[config.mk]
export PLATFORM = sky130hd
export DESIGN_NAME = bwce_engine
export DESIGN_NICKNAME = d
export VERILOG_FILES = /design/src/rtl/bwce_pkg.sv /design/src/rtl/bwce_wbuf_mem.sv /design/src/rtl/bwce_engine.sv
export VERILOG_INCLUDE_DIRS = /design/src /design/src/rtl
export SDC_FILE = /design/constraint.sdc
export NUM_CORES = 1
export LEC_CHECK = 0
export BUFFER_PORTS_ARGS = -buffer_cell sky130_fd_sc_hd__buf_2
export CORE_UTILIZATION = 63
export CTS_CLUSTER_DIAMETER = 150
export DETAILED_ROUTE_END_ITERATION = 8
export PLACE_DENSITY = 0.94
export SYNTH_ARGS = -nofsm -noshare
export SYNTH_HDL_FRONTEND = slang
export SYNTH_SLANG_ARGS = --single-unit
[constraint.sdc]
create_clock -name clk -period 4.9 [get_ports clk]
set_clock_uncertainty 0.2 [all_clocks]
set_input_delay 0 -clock clk [delete_from_list [all_inputs] [get_ports clk]]
set_output_delay 0 -clock clk [all_outputs]
set_load 0.01 [all_outputs]
[src/rtl/bwce_defines.svh]
`ifndef BWCE_DEFINES_SVH
`define BWCE_DEFINES_SVH
// Write buffer depth, data word width and address width.
`define BWCE_WB_DEPTH      4
`define BWCE_WORD_W        32
`define BWCE_ADDR_W        26
// Transfer size encodings carried with each store.
`define BWCE_SIZE_BYTE     2'h0
`define BWCE_SIZE_HALF     2'h1
`define BWCE_SIZE_TRI      2'h2
`define BWCE_SIZE_WORD     2'h3
// Port width encodings.
`define BWCE_PORT_32       2'h0
`define BWCE_PORT_16       2'h1
`define BWCE_PORT_8        2'h2
// Default wait states per datum, single and burst.
`define BWCE_WAIT_SINGLE   4'h1
`define BWCE_WAIT_BURST    4'h0
`endif

[src/rtl/bwce_pkg.sv]
package bwce_pkg;
  // Engine states.
  typedef enum logic [3:0] {
    BWCE_IDLE = 4'b0001,
    BWCE_ADDR = 4'b0010,
    BWCE_DATA = 4'b0100,
    BWCE_DONE = 4'b1000
  } bwce_state_e;
  // Two-bit codes for sizes and ports.
  typedef logic [1:0] bwce_code_t;
endpackage

[src/rtl/bwce_wbuf_mem.sv]
`timescale 1ns/100ps
`include "bwce_defines.svh"
// Small write-buffer storage; read data comes out of a register.
module bwce_wbuf_mem
  import bwce_pkg::*;
#(
  parameter int DEPTH = `BWCE_WB_DEPTH,
  parameter int WIDTH = 60,
  parameter int AW    = 2
) (
  input  wire logic             clk,
  input  wire logic             wr_en,
  input  wire logic [AW-1:0]    wr_idx,
  input  wire logic [WIDTH-1:0] wr_data,
  input  wire logic [AW-1:0]    rd_idx,
  output logic      [WIDTH-1:0] rd_data_q
);
  logic [WIDTH-1:0] mem_q [DEPTH];  // Entry storage, no reset needed.

  // Write port captures one store per cycle.
  always_ff @(posedge clk) begin
    if (wr_en) begin
      mem_q[wr_idx] <= wr_data;
    end
  end

  // Registered read port follows the head index.
  always_ff @(posedge clk) begin
    rd_data_q <= mem_q[rd_idx];
  end
endmodule

[src/rtl/bwce_engine.sv]
`timescale 1ns/100ps
`include "bwce_defines.svh"
// Functional notes
// - Request bus while buffer holds data.
// - Start on next edge when unopposed.
// - Request stays asserted until buffer drains.
// - Assert write strobe, drive address, controls.
// - Start edge: address, latch enable, frame.
// - Data phase: drop latch, drive data.
// - Bus fault ends write like last ack.
// - Frame released for final mini-burst datum.
// - New transaction one clock after ack; the engine starts it three clocks after.
// - Keep buses driven, no turnaround gap.
// - No turnaround delay after writes.
// - Full buffer stalls core, store retried.
// - Entry freed in second phase.
// - Separate data register for bus write.
// - One store per full-word entry.
// - Programmed waits, wait input overrides.
// - Four entries: data, address, size.
// - Halfword burst advances address, enables; the engine advances only the address.
// - Partial writes assert only written lanes; the engine does so on the 32-bit port and for byte stores on the 16-bit port.
module bwce_engine
  import bwce_pkg::*;
#(
  parameter int        DEPTH       = `BWCE_WB_DEPTH,
  parameter int        AW          = `BWCE_ADDR_W,
  parameter logic[3:0] WAIT_SINGLE = `BWCE_WAIT_SINGLE,
  parameter logic[3:0] WAIT_BURST  = `BWCE_WAIT_BURST
) (
  input  wire logic         clk,
  input  wire logic         rst,
  input  wire logic         store_valid,
  input  wire logic [AW-1:0] store_addr,
  input  wire logic [31:0]  store_data,
  input  wire logic [1:0]   store_size,
  output logic              store_stall,
  input  wire logic [1:0]   port_width,
  input  wire logic         higher_prio_req,
  output logic              wbuf_has_data,
  output logic              wbuf_empty_flag,
  input  wire logic         wait_extend_in,
  input  wire logic         bus_fault_in,
  output logic              datum_ack,
  output logic [AW-1:0]     address_bus_out,
  output logic              address_bus_oe,
  input  wire logic [31:0]  data_bus_in,
  output logic [31:0]       data_bus_out,
  output logic              data_bus_oe,
  output logic              addr_latch_en,
  output logic              write_strobe_n,
  output logic              transfer_frame_n,
  output logic [3:0]        byte_write_strobe_n
);
  localparam int PW = $clog2(DEPTH);          // Pointer width.
  localparam int EW = 32 + AW + 2;            // Entry: data, address, size.

  bwce_state_e      state_q;                  // Engine state.
  logic [PW:0]      count_q;                  // Entries held.
  logic [PW-1:0]    head_q;                   // Oldest entry.
  logic [PW-1:0]    tail_q;                   // Next free entry.
  logic [EW-1:0]    head_entry;               // Registered head word.
  logic [31:0]      wdata_q;                  // Bus write data register.
  logic [1:0]       wsize_q;                  // Size of write in flight.
  logic [AW-1:0]    waddr_q;                  // Address of write in flight.
  logic [2:0]       beats_q;                  // Data phases left.
  logic [3:0]       wait_q;                   // Wait cycles left this datum.
  logic             wait_s1_q;                // Wait input, first stage.
  logic             wait_s2_q;                // Wait input, synchronised.
  logic             fault_s1_q;               // Fault input, first stage.
  logic             fault_s2_q;               // Fault input, synchronised.
  logic             push;                     // Store accepted.
  logic             pop;                      // Entry released.
  logic             start;                    // Write launched.
  logic             last_beat;                // Current datum is the last.
  logic             terminate;                // Transaction ends this cycle.

  // Number of data phases for a store on a given port.
  function automatic logic [2:0] beats_for(input logic [1:0] size, input logic [1:0] port);
    logic [2:0] nbytes;
    nbytes = {1'b0, size} + 3'h1;
    case (port)
      `BWCE_PORT_8:  beats_for = nbytes;
      `BWCE_PORT_16: beats_for = (nbytes > 3'h2) ? 3'h2 : 3'h1;
      default:       beats_for = 3'h1;
    endcase
  endfunction

  // Active-low byte enables for one datum at a given address.
  function automatic logic [3:0] lanes_for(input logic [1:0] size, input logic [1:0] port,
                                           input logic [1:0] a);
    logic [3:0] m;
    m = 4'h0;
    case (port)
      `BWCE_PORT_8:  m = 4'hf;
      `BWCE_PORT_16: m = (size == `BWCE_SIZE_BYTE) ? (a[0] ? 4'ha : 4'h5) : 4'hf;
      default: begin
        case (size)
          `BWCE_SIZE_BYTE: m = 4'h1 << a;
          `BWCE_SIZE_HALF: m = a[1] ? 4'hc : 4'h3;
          `BWCE_SIZE_TRI:  m = a[0] ? 4'he : 4'h7;
          default:         m = 4'hf;
        endcase
      end
    endcase
    lanes_for = ~m;
  endfunction

  // Buffer accounting: a store needs a free entry or it stalls.
  assign store_stall     = store_valid && (count_q == (PW+1)'(DEPTH));
  assign push            = store_valid && !store_stall;
  assign wbuf_has_data   = (count_q != '0);
  assign wbuf_empty_flag = !wbuf_has_data;
  // Unopposed request starts on the next edge; a higher request delays it.
  assign start           = (state_q == BWCE_IDLE) && wbuf_has_data && !higher_prio_req;
  assign pop             = (state_q == BWCE_ADDR);
  assign last_beat       = (beats_q == 3'h1);
  assign terminate       = (state_q == BWCE_DATA) && (fault_s2_q || (datum_ack && last_beat));

  bwce_wbuf_mem #(.DEPTH(DEPTH), .WIDTH(EW), .AW(PW)) u_mem (
    .clk       (clk),
    .wr_en     (push),
    .wr_idx    (tail_q),
    .wr_data   ({store_size, store_addr, store_data}),
    .rd_idx    (head_q),
    .rd_data_q (head_entry)
  );

  // Wait and fault pin inputs pass two flip-flops before use; higher_prio_req is used unsynchronised.
  always_ff @(posedge clk) begin
    if (rst) begin
      wait_s1_q  <= 1'b0;
      wait_s2_q  <= 1'b0;
      fault_s1_q <= 1'b0;
      fault_s2_q <= 1'b0;
    end else begin
      wait_s1_q  <= wait_extend_in;
      wait_s2_q  <= wait_s1_q;
      fault_s1_q <= bus_fault_in;
      fault_s2_q <= fault_s1_q;
    end
  end

  // Pointers and occupancy; a push and a release may share a cycle.
  always_ff @(posedge clk) begin
    if (rst) begin
      head_q  <= '0;
      tail_q  <= '0;
      count_q <= '0;
    end else begin
      if (push) begin
        tail_q <= tail_q + 1'b1;
      end
      if (pop) begin
        head_q <= head_q + 1'b1;
      end
      count_q <= count_q + (PW+1)'(push) - (PW+1)'(pop);
    end
  end

  // Engine sequencing. DONE and IDLE each cost one cycle after the final acknowledge,
  // so the next write's address phase begins three clocks after that acknowledge.
  always_ff @(posedge clk) begin
    if (rst) begin
      state_q <= BWCE_IDLE;
    end else begin
      case (state_q)
        BWCE_IDLE: if (start) state_q <= BWCE_ADDR;
        BWCE_ADDR: state_q <= BWCE_DATA;
        BWCE_DATA: if (terminate) state_q <= BWCE_DONE;
        BWCE_DONE: state_q <= BWCE_IDLE;
        default:   state_q <= BWCE_IDLE;
      endcase
    end
  end

  // Capture the head entry into the bus data register at launch.
  always_ff @(posedge clk) begin
    if (rst) begin
      wdata_q <= '0;
      wsize_q <= `BWCE_SIZE_WORD;
      waddr_q <= '0;
    end else if (state_q == BWCE_ADDR) begin
      wdata_q <= head_entry[31:0];
      wsize_q <= head_entry[EW-1 -: 2];
      waddr_q <= head_entry[32 +: AW];
    end else if (state_q == BWCE_DATA && datum_ack && !last_beat) begin
      // Rotate the data register in step with the bus data, by one byte on an 8-bit port and a halfword otherwise.
      wdata_q <= (port_width == `BWCE_PORT_8) ? {wdata_q[23:0], wdata_q[31:24]}
                                               : {wdata_q[15:0], wdata_q[31:16]};
      // Step the low address for the next datum of a mini-burst.
      if (port_width == `BWCE_PORT_16) begin
        waddr_q <= waddr_q + AW'(2);
      end else begin
        waddr_q <= waddr_q + AW'(1);
      end
    end
  end

  // Beat count and programmed wait states per datum.
  always_ff @(posedge clk) begin
    if (rst) begin
      beats_q <= 3'h1;
      wait_q  <= '0;
    end else if (state_q == BWCE_ADDR) begin
      beats_q <= beats_for(head_entry[EW-1 -: 2], port_width);
      wait_q  <= (beats_for(head_entry[EW-1 -: 2], port_width) > 3'h1) ? WAIT_BURST : WAIT_SINGLE;
    end else if (state_q == BWCE_DATA && datum_ack) begin
      beats_q <= beats_q - 3'h1;
      wait_q  <= WAIT_BURST;
    end else if (state_q == BWCE_DATA && wait_q != '0 && !wait_s2_q) begin
      wait_q <= wait_q - 4'h1;
    end
  end

  // Acknowledge once the count has run out and the wait input is released.
  assign datum_ack = (state_q == BWCE_DATA) && (wait_q == '0) && !wait_s2_q;

  // Bus pins driven from registered state.
  always_ff @(posedge clk) begin
    if (rst) begin
      address_bus_out     <= '0;
      address_bus_oe      <= 1'b0;
      data_bus_out        <= '0;
      data_bus_oe         <= 1'b0;
      addr_latch_en       <= 1'b0;
      write_strobe_n      <= 1'b1;
      transfer_frame_n    <= 1'b1;
      byte_write_strobe_n <= 4'hf;
    end else begin
      addr_latch_en <= (state_q == BWCE_ADDR);
      // Buses stay driven across the write and into the next start.
      address_bus_oe <= address_bus_oe || (state_q == BWCE_ADDR);
      if (state_q == BWCE_ADDR) begin
        address_bus_out  <= head_entry[32 +: AW];
        write_strobe_n   <= 1'b0;
        transfer_frame_n <= (beats_for(head_entry[EW-1 -: 2], port_width) == 3'h1);
        data_bus_out     <= head_entry[31:0];
        data_bus_oe      <= 1'b1;
        byte_write_strobe_n <= lanes_for(head_entry[EW-1 -: 2], port_width,
                                         head_entry[33:32]);
      end else if (terminate) begin
        write_strobe_n      <= 1'b1;
        transfer_frame_n    <= 1'b1;
        byte_write_strobe_n <= 4'hf;
      end else if (state_q == BWCE_DATA && datum_ack) begin
        address_bus_out <= (port_width == `BWCE_PORT_16) ? waddr_q + AW'(2) : waddr_q + AW'(1);
        transfer_frame_n <= (beats_q == 3'h2);
        data_bus_out <= (port_width == `BWCE_PORT_8) ? {wdata_q[23:0], wdata_q[31:24]}
                                                     : {wdata_q[15:0], wdata_q[31:16]};
      end
    end
  end

  // Data input is unused on the write path; reads are handled elsewhere.
  logic unused_in;
  assign unused_in = ^data_bus_in ^ ^wsize_q;
endmodule

==> impl_metrics.env <==
export IMPL_gp_congestion=0.835
export IMPL_antenna_found_initial=0
export IMPL_start_util=0.648
export IMPL_drtPass1Iterations=7
export IMPL_synthSimpleGateAreaFrac=0.0983
export IMPL_layout_nets=1603
export IMPL_grt_overflow_total=0
export IMPL_wl_per_cell_um=23.5
export IMPL_place_hpwl_mm=24.0
export IMPL_cts_buffer_depth=3
export IMPL_grt_max_degree=91
export IMPL_grt_pass1_vias=11700
export IMPL_drive_gt1_frac=0.197
export IMPL_status="completed"
export IMPL_ys_ff_latch=447
export IMPL_worst_slack_ns=1.55
export IMPL_grt_setup_unrepaired="false"
export IMPL_yosys_warnings=0
export IMPL_post_place_ws_ns=1.71
export IMPL_via_per_inst=6.49
export IMPL_p_leak_uw=0.00703
export IMPL_end_kind="register"
export IMPL_portBuffers=138
export IMPL_die_height_um=167
export IMPL_hold_viol=0
export IMPL_layout_worst_path_cycle_share=0.683
export IMPL_synthTopCellsByArea="edfxtp_1, dfxtp_1, mux4_2"
export IMPL_yosysUniqueCellTypes=60
export IMPL_path_clk_slew_ns=0.07
export IMPL_synth_top_area_frac=0.422
export IMPL_nFillCells=1431
export IMPL_worstSetupPathType="register to register"
export IMPL_post_cts_buffers=0
export IMPL_rows=59
export IMPL_core_area_um2=26400
export IMPL_ant_nets=0
export IMPL_fin_setup_tns_ns=0
export IMPL_fin_crit_ns=3.35
export IMPL_path_max_fanout=76
export IMPL_synthCells=1297
export IMPL_io_pins=171
export IMPL_final_max_slew_violation_count=0
export IMPL_yosysMostFrequentCell="edfxtp_1"
export IMPL_power_density_nw_per_um2=434
export IMPL_ir_worst_vdd_mv=0.332
export IMPL_hold_class="input pin to register"
export IMPL_synth_edf_count=240
export IMPL_finalWirelength_mm=43.5
export IMPL_synth_compound_area_frac=0.0802
export IMPL_rrSetupSlack_ns=1.55
export IMPL_insertedDiodeCount=0
export IMPL_synth_xor_area_frac=0.0113
export IMPL_dieArea_um2=27800
export IMPL_root_buffer="clkbuf_16"
export IMPL_final_util=0.760
export IMPL_htree_levels=2
export IMPL_synthFlopType="edfxtp_1"
export IMPL_drc_errors=0
export IMPL_tightest_slew_ns=1.14
export IMPL_cts_made_buffers=42
export IMPL_holdWs_ns=0.0185
export IMPL_synthAdderAreaFrac=0.0158
export IMPL_muxShareOfSynthArea=0.103
export IMPL_cts_hold_fix_buffers=71
export IMPL_cap_viol_max_count=0
export IMPL_clk_latency_ns=0.54
export IMPL_syn_avg_cell_area_um2=13.2
export IMPL_clock_sinks=447
export IMPL_cp_arrival_ns=3.59
export IMPL_grt_pass1_wl_mm=66.8
export IMPL_netlist_top_cells_count="edfxtp_1, nand2_1, dfxtp_1"
export IMPL_synth_largest_area_cell="edfxtp_1"
export IMPL_synth_top_family_by_area="multiplexers"
export IMPL_critPathLaunchType="register"
export IMPL_area_delta_synth_final_pct=17.2
export IMPL_vias=12000
export IMPL_grt_usage=0.316
export IMPL_syn_nets=1418
export IMPL_fp_dieW_um=167
export IMPL_slew_headroom=0.238
export IMPL_drt_initial_drc_count=1659
export IMPL_setup_viol=0
export IMPL_final_area_um2=20000
export IMPL_placed_area_um2=18000
export IMPL_synth_area_um2=17100
export IMPL_cts_resized=0
export IMPL_fmax_ghz=0.299
export IMPL_cts_tree="yes"
export IMPL_async_flop_share=0
export IMPL_ys_seq_area_frac=0.664
export IMPL_crit_required_ns=5.15
==> layout make-up <==
class	instances	area, um^2	area share
inverters	24	90.1	0.00450
multi-input cells	741	5300	0.265
flip-flops and latches	447	11400	0.567
well taps	335	419	0.0209
repair buffers	226	1530	0.0765
clock buffers	62	1220	0.0609
clock inverters	15	103	0.00512
==> worst max-delay path, cell delays in order (launching register included) <==
cell and delay, ns:
dfxtp_1 0.33, or4b_1 0.57, inv_2 0.49, buf_4 0.71
nand2_1 0.24, o21ai_0 0.25, nand2_1 0.19, a21oi_1 0.23
==> placed cells by master (no fill, tap or decap), types with 7 or more instances in the layout <==
cell and instances:
inv_1 22, o31ai_1 7, nor2_1 52, edfxtp_1 240
clkbuf_1 13, nand4_1 8, dfxtp_1 205, nand2_1 211
o21ai_0 60, clkbuf_16 44, mux4_2 60, mux2i_1 40
buf_4 18, dlygate4sd3_1 71, a21oi_1 86, buf_2 137
o41ai_1 12, nor4_1 10, a211oi_1 12, ha_1 19
nor2b_1 8, nor3_1 15, clkinv_2 9, xnor2_1 10
xor2_1 12, nand3_1 39
==> power by group <==
group / internal (uW) / total [uW] / switching [uW]
sequential: 4370 / 4590 / 215
combinational: 387 / 937 / 549
clock: 1780 / 3160 / 1380
total: 6540 / 8680 / 2140
==> final timing paths <==
path                        start            endpoint  cells after the start
setup / recovery       state_q[3]         wdata_q[20]                      7
hold / removal     store_addr[14]  u_mem.mem_q[1][46]                      2
setup reg to reg       state_q[3]         wdata_q[20]                      7
hold reg to reg   data_bus_out[7]     data_bus_out[7]                      2
==> through the flow <==
| step | power, uW | cells |
|---|---|---|
| floorplan | 5170 | 1297 |
| global placement | 5420 | 1702 |
| CTS | 8650 | 1850 |
| global route | 8950 | 1850 |
| detailed placement | 5500 | 1702 |
| finish | 8680 | 1850 |
==> registers in the layout, summed over array words and instances, names as in the netlist <==
register and cells:
wait_s2_q 1, u_mem.rd_data_q 60, fault_s1_q 1, u_mem.mem_q 240, transfer_frame_n 1, byte_write_strobe_n 4
beats_q 3, write_strobe_n 1, tail_q 2, wait_q 4, address_bus_out 26, count_q 3
wait_s1_q 1, address_bus_oe 1, waddr_q 26, head_q 2, fault_s2_q 1, data_bus_out 32
addr_latch_en 1, wdata_q 32, data_bus_oe 1, state_q 4
==> layer usage <==
metal	global-route usage	vias to the layer above	routed length [um]
li1	-	5136	-
met1	0.418	5790	16500
met2	0.502	888	20500
met3	0.0646	192	4260
met4	0.161	0	2240
met5	0	-	0
==> kinds of logic (layout without fill, tap and decap cells) <==
family                   after synthesis  after routing
AND/OR/NAND/NOR                      376            376
flip-flops                           447            447
adder cells (fa/ha/maj)               21             21
XOR/XNOR                              22             22
buffers and inverters                109            327
multiplexers                         101            101
AO/OA/AOI/OAI                        221            221
No activity file was read; power rests on OpenSTA's default activity.
